--- src/inc/csb_regs.svh ---
// Register indices, field positions and response codes of the bank
`ifndef CSB_REGS_SVH
`define CSB_REGS_SVH

// Cell count and first mirrored register index
`define CSB_NCELLS       32
`define CSB_IDX_FIRST    8'h20
`define CSB_IDX_LAST     8'h3F

// Calibration register indices (byte address is four times these)
`define CSB_IDX_VERSION  8'h20
`define CSB_IDX_CHK_HI   8'h21
`define CSB_IDX_CHK_LO   8'h22
`define CSB_IDX_CURVE    8'h29
`define CSB_IDX_REF25_HI 8'h2A
`define CSB_IDX_SLOPE_HI 8'h2C
`define CSB_IDX_OFS_HI   8'h2E
`define CSB_IDX_OFS_LO   8'h2F
`define CSB_IDX_CALO_HI  8'h30
`define CSB_IDX_TGT      8'h32
`define CSB_IDX_ADDR     8'h3F

// Own control and status indices
`define CSB_IDX_CTRL     8'h40
`define CSB_IDX_STAT     8'h41

// Cell numbers used by the logic
`define CSB_CELL_CHK_HI  5'h01
`define CSB_CELL_CHK_LO  5'h02
`define CSB_CELL_REF_HI  5'h0A
`define CSB_CELL_ADDR    5'h1F

// Field positions
`define CSB_REF_TOP_BIT  7
`define CSB_ADDR_PIN_BIT 7
`define CSB_CTRL_RELOAD  0
`define CSB_STAT_ADDR_LSB 8

// Bus answers
`define CSB_RESP_OKAY    2'h0
`define CSB_RESP_SLVERR  2'h2

`endif

--- src/inc/csb_pkg.sv ---
// Types shared by the calibration store bank
package csb_pkg;

    // Loader sequence
    typedef enum logic [1:0] {
        LD_IDLE,
        LD_RUN,
        LD_CHECK
    } csb_ld_state_t;

    // Loader status seen by software and by the top level
    typedef struct packed {
        logic sum_ok;
        logic done;
        logic busy;
    } csb_stat_t;

endpackage : csb_pkg

--- src/hdl/csb_bank.sv ---
// Calibration store bank: cell mirror, checksum and AXI4-Lite slave
`timescale 1ns/100ps
`default_nettype none
`include "csb_regs.svh"

module csb_bank #(
    // Factory image, cell 0 in the low byte; values arbitrary
    parameter logic [255:0] CAL_IMAGE = {8'h8C, 96'h0,
        8'h64, 8'h3A, 8'h84, 8'hF4, 8'h7B, 8'h30, 8'h43, 8'hBC,
        8'h34, 8'h02, 48'h0, 8'h83, 8'h04, 8'h01},
    parameter int ADDR_W = 12
) (
    // Clock and reset
    input  wire logic              aclk,
    input  wire logic              aresetn,
    // Write address channel
    input  wire logic [ADDR_W-1:0] awaddr,
    input  wire logic              awvalid,
    output logic                   awready,
    // Write data channel
    input  wire logic [31:0]       wdata,
    input  wire logic [3:0]        wstrb,
    input  wire logic              wvalid,
    output logic                   wready,
    // Write response channel
    output logic [1:0]             bresp,
    output logic                   bvalid,
    input  wire logic              bready,
    // Read address channel
    input  wire logic [ADDR_W-1:0] araddr,
    input  wire logic              arvalid,
    output logic                   arready,
    // Read data channel
    output logic [31:0]            rdata,
    output logic [1:0]             rresp,
    output logic                   rvalid,
    input  wire logic              rready,
    // Address pins and derived state
    input  wire logic [1:0]        external_address_pins,
    output logic [6:0]             eff_addr,
    output csb_pkg::csb_stat_t     status
);
    import csb_pkg::*;

    // Cell mirror and loader state
    logic [7:0]    mirror_r [`CSB_NCELLS];   // Mirrored cells
    csb_ld_state_t ld_r, ld_nxt;             // Loader state
    logic [4:0]    idx_r, idx_nxt;           // Cell being copied
    logic [15:0]   sum_r, sum_nxt;           // Running cell total
    csb_stat_t     stat_r, stat_nxt;         // Loader status
    logic          reload;                   // Software reload pulse

    // Pin synchroniser and effective address
    logic [1:0]    pin_s1_r, pin_s2_r;       // Two-stage sync
    logic [6:0]    eaddr_r, eaddr_nxt;       // Effective address

    // Bus slave state
    logic          awrdy_r, awrdy_nxt;       // Address slot free
    logic          wrdy_r, wrdy_nxt;         // Data slot free
    logic [7:0]    widx_r, widx_nxt;         // Latched write index
    logic          wmap_r, wmap_nxt;         // Write index in range
    logic [31:0]   wd_r, wd_nxt;             // Latched write data
    logic          wen_r, wen_nxt;           // Latched byte 0 strobe
    logic          bval_r, bval_nxt;         // Write answer pending
    logic [1:0]    bresp_r, bresp_nxt;       // Write answer code
    logic          arrdy_r, arrdy_nxt;       // Read slot free
    logic          rval_r, rval_nxt;         // Read answer pending
    logic [31:0]   rd_r, rd_nxt;             // Read data
    logic [1:0]    rresp_r, rresp_nxt;       // Read answer code

    // Decoded indices; upper address bits must be zero
    logic [7:0]    ar_idx, aw_idx;
    logic          ar_hit, aw_hit, ar_take;
    assign ar_idx = araddr[9:2];
    assign aw_idx = awaddr[9:2];
    assign ar_hit = (araddr[ADDR_W-1:10] == '0) &&
                    (ar_idx >= `CSB_IDX_FIRST) &&
                    (ar_idx <= `CSB_IDX_STAT);
    assign aw_hit = (awaddr[ADDR_W-1:10] == '0) &&
                    (aw_idx >= `CSB_IDX_FIRST) &&
                    (aw_idx <= `CSB_IDX_STAT);
    assign ar_take = arvalid && arrdy_r && ar_hit;

    // Read value of one index
    function automatic logic [31:0] rd_val(input logic [7:0] i);
        logic [4:0] c;
        c = i[4:0];
        rd_val = 32'h0;
        if (i == `CSB_IDX_STAT) begin
            rd_val = {17'h0, eaddr_r, 5'h0, stat_r};
        end else if (i <= `CSB_IDX_LAST) begin
            // Each cell is one register, upper byte first
            rd_val = {24'h0, mirror_r[c]};
            // Unused top bit of the reference never shows
            if (c == `CSB_CELL_REF_HI) begin
                rd_val[`CSB_REF_TOP_BIT] = 1'b0;
            end
        end
    endfunction : rd_val

    // Cell copy, one cell per cycle while loading
    generate
        for (genvar g = 0; g < `CSB_NCELLS; g++) begin : g_cell
            always_ff @(posedge aclk) begin
                if (!aresetn) begin
                    mirror_r[g] <= 8'h00;
                end else if (ld_r == LD_RUN && idx_r == 5'(g)) begin
                    mirror_r[g] <= CAL_IMAGE[8*g +: 8];
                end
            end
        end
    endgenerate

    // Loader next state: copy, total, then compare
    always_comb begin
        ld_nxt   = ld_r;
        idx_nxt  = idx_r;
        sum_nxt  = sum_r;
        stat_nxt = stat_r;
        case (ld_r)
            LD_IDLE: begin
                if (reload) begin
                    ld_nxt   = LD_RUN;
                    idx_nxt  = 5'h00;
                    sum_nxt  = 16'h0000;
                    stat_nxt = '{sum_ok: 1'b0, done: 1'b0, busy: 1'b1};
                end
            end
            LD_RUN: begin
                // Checksum cells stay out of the total
                if (idx_r != `CSB_CELL_CHK_HI &&
                    idx_r != `CSB_CELL_CHK_LO) begin
                    sum_nxt = sum_r + {8'h00, CAL_IMAGE[8*idx_r +: 8]};
                end
                idx_nxt = idx_r + 5'h01;
                if (idx_r == 5'h1F) begin
                    ld_nxt = LD_CHECK;
                end
            end
            LD_CHECK: begin
                // Stored total is high cell then low cell
                stat_nxt.sum_ok = (sum_r == {mirror_r[`CSB_CELL_CHK_HI],
                                             mirror_r[`CSB_CELL_CHK_LO]});
                stat_nxt.done   = 1'b1;
                stat_nxt.busy   = 1'b0;
                ld_nxt          = LD_IDLE;
            end
            default: begin
                ld_nxt = LD_IDLE;
            end
        endcase
    end

    // Loader registers; reset starts a fresh copy
    always_ff @(posedge aclk) begin
        if (!aresetn) begin
            ld_r   <= LD_RUN;
            idx_r  <= 5'h00;
            sum_r  <= 16'h0000;
            stat_r <= '{sum_ok: 1'b0, done: 1'b0, busy: 1'b1};
        end else begin
            ld_r   <= ld_nxt;
            idx_r  <= idx_nxt;
            sum_r  <= sum_nxt;
            stat_r <= stat_nxt;
        end
    end

    // Effective address: pins fill the low two bits when flagged
    always_comb begin
        eaddr_nxt = mirror_r[`CSB_CELL_ADDR][6:0];
        if (mirror_r[`CSB_CELL_ADDR][`CSB_ADDR_PIN_BIT]) begin
            eaddr_nxt[1:0] = pin_s2_r;
        end
    end

    // Pins come from outside; only the second stage is read
    always_ff @(posedge aclk) begin
        if (!aresetn) begin
            pin_s1_r <= 2'h0;
            pin_s2_r <= 2'h0;
            eaddr_r  <= 7'h00;
        end else begin
            pin_s1_r <= external_address_pins;
            pin_s2_r <= pin_s1_r;
            eaddr_r  <= eaddr_nxt;
        end
    end

    // Reload acts only on a written control word with byte 0 enabled
    assign reload = bval_nxt && !bval_r && wen_r && wmap_r &&
                    widx_r == `CSB_IDX_CTRL &&
                    wd_r[`CSB_CTRL_RELOAD];

    // Write path: address and data taken in either order
    always_comb begin
        awrdy_nxt = awrdy_r;
        wrdy_nxt  = wrdy_r;
        widx_nxt  = widx_r;
        wmap_nxt  = wmap_r;
        wd_nxt    = wd_r;
        wen_nxt   = wen_r;
        bval_nxt  = bval_r;
        bresp_nxt = bresp_r;
        if (awvalid && awrdy_r) begin
            awrdy_nxt = 1'b0;
            widx_nxt  = aw_idx;
            wmap_nxt  = aw_hit;
        end
        if (wvalid && wrdy_r) begin
            wrdy_nxt = 1'b0;
            wd_nxt   = wdata;
            wen_nxt  = wstrb[0];
        end
        // Both held: answer; calibration cells keep their value
        if (!awrdy_r && !wrdy_r && !bval_r) begin
            bval_nxt  = 1'b1;
            bresp_nxt = wmap_r ? `CSB_RESP_OKAY : `CSB_RESP_SLVERR;
        end
        if (bval_r && bready) begin
            bval_nxt  = 1'b0;
            awrdy_nxt = 1'b1;
            wrdy_nxt  = 1'b1;
        end
    end

    // Read path: one answer a cycle after the address is taken
    always_comb begin
        arrdy_nxt = arrdy_r;
        rval_nxt  = rval_r;
        rd_nxt    = rd_r;
        rresp_nxt = rresp_r;
        if (arvalid && arrdy_r) begin
            arrdy_nxt = 1'b0;
            rval_nxt  = 1'b1;
            // Cells read as mirrored, the reference high cell without its top bit
            rd_nxt    = ar_hit ? rd_val(ar_idx) : 32'h0;
            rresp_nxt = ar_hit ? `CSB_RESP_OKAY : `CSB_RESP_SLVERR;
        end
        if (rval_r && rready) begin
            rval_nxt  = 1'b0;
            arrdy_nxt = 1'b1;
        end
    end

    // Bus slave registers
    always_ff @(posedge aclk) begin
        if (!aresetn) begin
            awrdy_r <= 1'b1;
            wrdy_r  <= 1'b1;
            widx_r  <= 8'h00;
            wmap_r  <= 1'b0;
            wd_r    <= 32'h0;
            wen_r   <= 1'b0;
            bval_r  <= 1'b0;
            bresp_r <= `CSB_RESP_OKAY;
            arrdy_r <= 1'b1;
            rval_r  <= 1'b0;
            rd_r    <= 32'h0;
            rresp_r <= `CSB_RESP_OKAY;
        end else begin
            awrdy_r <= awrdy_nxt;
            wrdy_r  <= wrdy_nxt;
            widx_r  <= widx_nxt;
            wmap_r  <= wmap_nxt;
            wd_r    <= wd_nxt;
            wen_r   <= wen_nxt;
            bval_r  <= bval_nxt;
            bresp_r <= bresp_nxt;
            arrdy_r <= arrdy_nxt;
            rval_r  <= rval_nxt;
            rd_r    <= rd_nxt;
            rresp_r <= rresp_nxt;
        end
    end

    // Outputs, all from flip-flops
    assign awready  = awrdy_r;
    assign wready   = wrdy_r;
    assign bvalid   = bval_r;
    assign bresp    = bresp_r;
    assign arready  = arrdy_r;
    assign rvalid   = rval_r;
    assign rdata    = rd_r;
    assign rresp    = rresp_r;
    assign eff_addr = eaddr_r;
    assign status   = stat_r;
endmodule : csb_bank
`default_nettype wire

--- config.mk ---
export PLATFORM = sky130hd
export DESIGN_NAME = csb_bank
export DESIGN_NICKNAME = d
export VERILOG_FILES = /design/src/inc/csb_pkg.sv /design/src/hdl/csb_bank.sv
export VERILOG_INCLUDE_DIRS = /design/src /design/src/inc
export SDC_FILE = /design/constraint.sdc
export NUM_CORES = 1
export LEC_CHECK = 0
export BUFFER_PORTS_ARGS = -buffer_cell sky130_fd_sc_hd__buf_2
export CAP_MARGIN = 20
export CORE_ASPECT_RATIO = 0.9
export CORE_MARGIN = 2
export CORE_UTILIZATION = 30
export CTS_CLUSTER_SIZE = 16
export DETAILED_ROUTE_END_ITERATION = 8
export SLEW_MARGIN = 5
export SYNTH_ARGS = -nofsm -noshare
export SYNTH_HDL_FRONTEND = slang
export SYNTH_SLANG_ARGS = --single-unit
--- constraint.sdc ---
create_clock -name aclk -period 2.8 [get_ports aclk]
set_input_delay 0.42 -clock aclk [delete_from_list [all_inputs] [get_ports aclk]]
set_output_delay 0.42 -clock aclk [all_outputs]
set_load 0.01 [all_outputs]
==> results.yml <==
outcome:
  outcome: "completed"
routing:
  routed-via-count: 3882
  drt_pass1_iterations: 5
  routed_wire_length_per_instance_um: 13.24
  vias_per_cell: 4.895
  antenna_violating_nets_post_route: 0
  drc_violations_left: 0
  detail_route.wirelength_um: 10500
  detailedRoute.firstIterationViolations: 177
sta:
  fin_crit_sh: 0.9865
  final.setup.tns_ns: 0
  rsz0062_at_grt: "true"
  final.min_clock_period_ns: 2.762
  max_slew_margin: 0.5310
  setup-violations-final: 0
  slew_viol_final: 0
  final_hold_viol_count: 0
  tightestPinTransition_ns: 0.7021
  timing.clock.skew_ns: 0.006649
  achievable-frequency_mhz: 362.0
critical_path:
  timing.setup.critical_path_class: "register to register"
  timing.critical_path.fanout_max: 13
  critPathArrivalTime_ns: 3.03
  endpoint_kind: "register"
  critPathLaunchType: "register"
  worstPathRequired_ns: 3.07
finish:
  area_delta_synth_final_pct: 24.42
  fill_cells: 1480
  antenna_cells: 0
  commonest_non_fill_non_tap_cell_in_the_layout: "sky130_fd_sc_hd__nand2_1"
  layoutNonFillerInstCount: 793
  mostFrequentLayoutCells: "sky130_fd_sc_hd__nand2_1 (69), sky130_fd_sc_hd__dfxtp_1 (60), sky130_fd_sc_hd__buf_2 (56)"
  post_route_cells_drive_above_1_share: 0.2500
  design.final.nets: 684
global_routing:
  grt_pass1_wl_um: 16820
  grt-ovfl-total: 0
  grt_util_all_layers: 0.1353
  grt_max_degree: 29
  antenna_violations_before_repair: 0
  vias_in_the_first_global_route: 3529
logic_synthesis:
  synth_area_per_cell_sq_um: 8.416
  synthesis.instances: 515
  post_synth_fa_ha_maj_area_fraction: 0.05947
  synthesis.yosys.warnings: 0
  synth-edff-count: 13
  largest_area_contributor_in_the_netlist: "sky130_fd_sc_hd__dfxtp_1"
  ys_ff_latch: 76
  dominant_combinational_cell_family_by_area_after_synthesis: "simple AND/OR/NAND/NOR gates"
  synth_seq_area_share: 0.3811
  syn-cell-area_sq_um: 4334
  xor_xnor_share_of_the_synthesized_area: 0.01010
  synthArstFlopShare: 0
  post_synth_mux_area_share: 0.01703
  synth.top_cell.area_share: 0.2910
  synth.lib_cells_used.distinct: 60
  ranking_of_synthesized_cells_by_area: "sky130_fd_sc_hd__dfxtp_1 (29%), sky130_fd_sc_hd__edfxtp_1 (9.0%), sky130_fd_sc_hd__nand2_1 (6.1%)"
  synth_ff_type: "sky130_fd_sc_hd__dfxtp_1"
  synthSimpleGateAreaFrac: 0.2512
  synth_compound_area_frac: 0.1969
placement:
  placement.io_buffers: 56
  dpl.hpwl_um: 7668
  place_congestion: 0.8829
  place_inst: 774
power_and_ir_drop:
  vdd.ir_drop.worst_mv: 0.3531
  power_density_nw_per_um2: 511.4
  report.power.total_mw: 2.758
  cellLeakagePower_nw: 2.248
floorplan:
  core_region_area_sq_um: 14060
  pin_count: 120
  placementRows: 41
  fp.dieArea_sq_um: 15430
  die_h_um: 118.0
  die_width_um: 130.7
  initial_utilization: 0.3083
clock_tree:
  clock_tree.buffer_depth: 2
  clock_buffers_created_by_tritoncts: 9
  clkSinkCount: 76
  htreeDepth: 3
  postCtsHoldBufs: 0
  clk_root_buffer_cell: "sky130_fd_sc_hd__clkbuf_16"
  worstSkewPairLatency_ns: 0.34
  tritoncts_clock_tree: "yes"
  worst_setup_hold_path_clk_slew_ns: 0.06
job:
  maxCapViolations: 0
worst_hold_path:
  worst_hold_path_type: "primary input to register"
[layer usage]
layer | global-route usage | routed length [um]
met3 | 0.03500 | 588
met4 | 0.04056 | 169
met5 | 0 | 0
met2 | 0.2083 | 4875
met1 | 0.1852 | 4862
[power breakdown]
| group | internal (mW) | leakage, nW | switching [mW] |
|---|---|---|---|
| sequential | 1.16 | 0.650 | 0.0404 |
| combinational | 0.181 | 1.45 | 0.233 |
| clock | 0.692 | 0.147 | 0.454 |
[cells by family after synthesis]
family          after synthesis
buf+inv                      69
xor+xnor                      5
compound gates              125
fa+ha+maj                    20
simple gates                212
other cells                   1
flops                        76
mux                           7
[registers in the layout, indices dropped and copies added, names as in the netlist, 2 cells and up]
| register | flops |
|---|---|
| idx_r | 5 |
| mirror_r | 14 |
| eff_addr | 3 |
| widx_r | 8 |
| pin_s2_r | 2 |
| status | 3 |
| ld_r | 2 |
| pin_s1_r | 2 |
| sum_r | 16 |
| rdata | 11 |
[worst max-delay path, cell delays in order (launching register included)]
cell and delay (ns):
sky130_fd_sc_hd__dfxtp_1 0.39, sky130_fd_sc_hd__buf_4 0.23, sky130_fd_sc_hd__mux2i_1 0.21, sky130_fd_sc_hd__nor2_1 0.08, sky130_fd_sc_hd__nor3_2 0.21, sky130_fd_sc_hd__a31oi_2 0.07, sky130_fd_sc_hd__ha_2 0.34, sky130_fd_sc_hd__o211ai_1 0.10
sky130_fd_sc_hd__o211ai_1 0.20, sky130_fd_sc_hd__a31oi_1 0.11, sky130_fd_sc_hd__buf_4 0.16, sky130_fd_sc_hd__or4b_4 0.48, sky130_fd_sc_hd__a21oi_2 0.12
[synth_stat cells, types with 3 or more instances]
master                     number
sky130_fd_sc_hd__a211oi_1       3
sky130_fd_sc_hd__a21boi_0      20
sky130_fd_sc_hd__a21oi_1       19
sky130_fd_sc_hd__a22oi_1       10
sky130_fd_sc_hd__a31oi_1        7
sky130_fd_sc_hd__and2_1        10
sky130_fd_sc_hd__and3_1         7
sky130_fd_sc_hd__buf_4         27
sky130_fd_sc_hd__clkbuf_1      21
sky130_fd_sc_hd__dfxtp_1       63
sky130_fd_sc_hd__edfxtp_1      13
sky130_fd_sc_hd__ha_1          19
sky130_fd_sc_hd__inv_1         20
sky130_fd_sc_hd__mux2_2         3
sky130_fd_sc_hd__mux2i_1        4
sky130_fd_sc_hd__nand2_1       70
sky130_fd_sc_hd__nand2b_1       8
sky130_fd_sc_hd__nand3_1       24
sky130_fd_sc_hd__nand3b_1       5
sky130_fd_sc_hd__nand4_1        5
sky130_fd_sc_hd__nor2_1        27
sky130_fd_sc_hd__nor2b_1       15
sky130_fd_sc_hd__nor3_1        15
sky130_fd_sc_hd__nor4_1         4
sky130_fd_sc_hd__o211ai_1       7
sky130_fd_sc_hd__o21a_1         5
sky130_fd_sc_hd__o21ai_0       32
sky130_fd_sc_hd__or3_1          3
sky130_fd_sc_hd__or4_1          5
sky130_fd_sc_hd__xnor2_1        5
[worst paths after layout]
check	startpoint	end	slack, ns	cells past startpoint
worst max-delay path	idx_r[3]	sum_r[15]	0.04	12
worst min-delay path	awvalid	awready	0.28	2
worst max register to register	idx_r[3]	sum_r[15]	0.04	12
worst min register to register	pin_s1_r[1]	pin_s2_r[1]	0.43	1
[final cells by class]
| type | instances | area (sq um) | share of cell area |
|---|---|---|---|
| Multi-Input combinational cell | 394 | 2549 | 0.4726 |
| Clock buffer | 10 | 229.0 | 0.04246 |
| Sequential cell | 76 | 1660 | 0.3079 |
| Timing Repair Buffer | 94 | 569.3 | 0.1056 |
| Inverter | 20 | 80.08 | 0.01485 |
| Tap cell | 193 | 241.5 | 0.04478 |
| Clock inverter | 6 | 63.81 | 0.01183 |
[metrics by stage]
step | hold WS (ns) | area (sq um) | utilization | setup slack, ns
global placement | 0.4172 | 4925 | 0.3504 | -0.1177
CTS | 0.2743 | 5259 | 0.3741 | 0.003907
global route | 0.2865 | 5393 | 0.3837 | -0.1365
floorplan | 0.4119 | 4427 | - | 0.02640
finish | 0.2839 | 5393 | 0.3837 | 0.03782
detailed placement | 0.4190 | 4925 | 0.3504 | -0.1846
[timing repair]
item                       CTS  global route
buffers inserted             0             3
setup endpoints to repair    6            10
resized for setup           14            28
pin swaps                    4            19
Power figures use the tool's default switching activity.
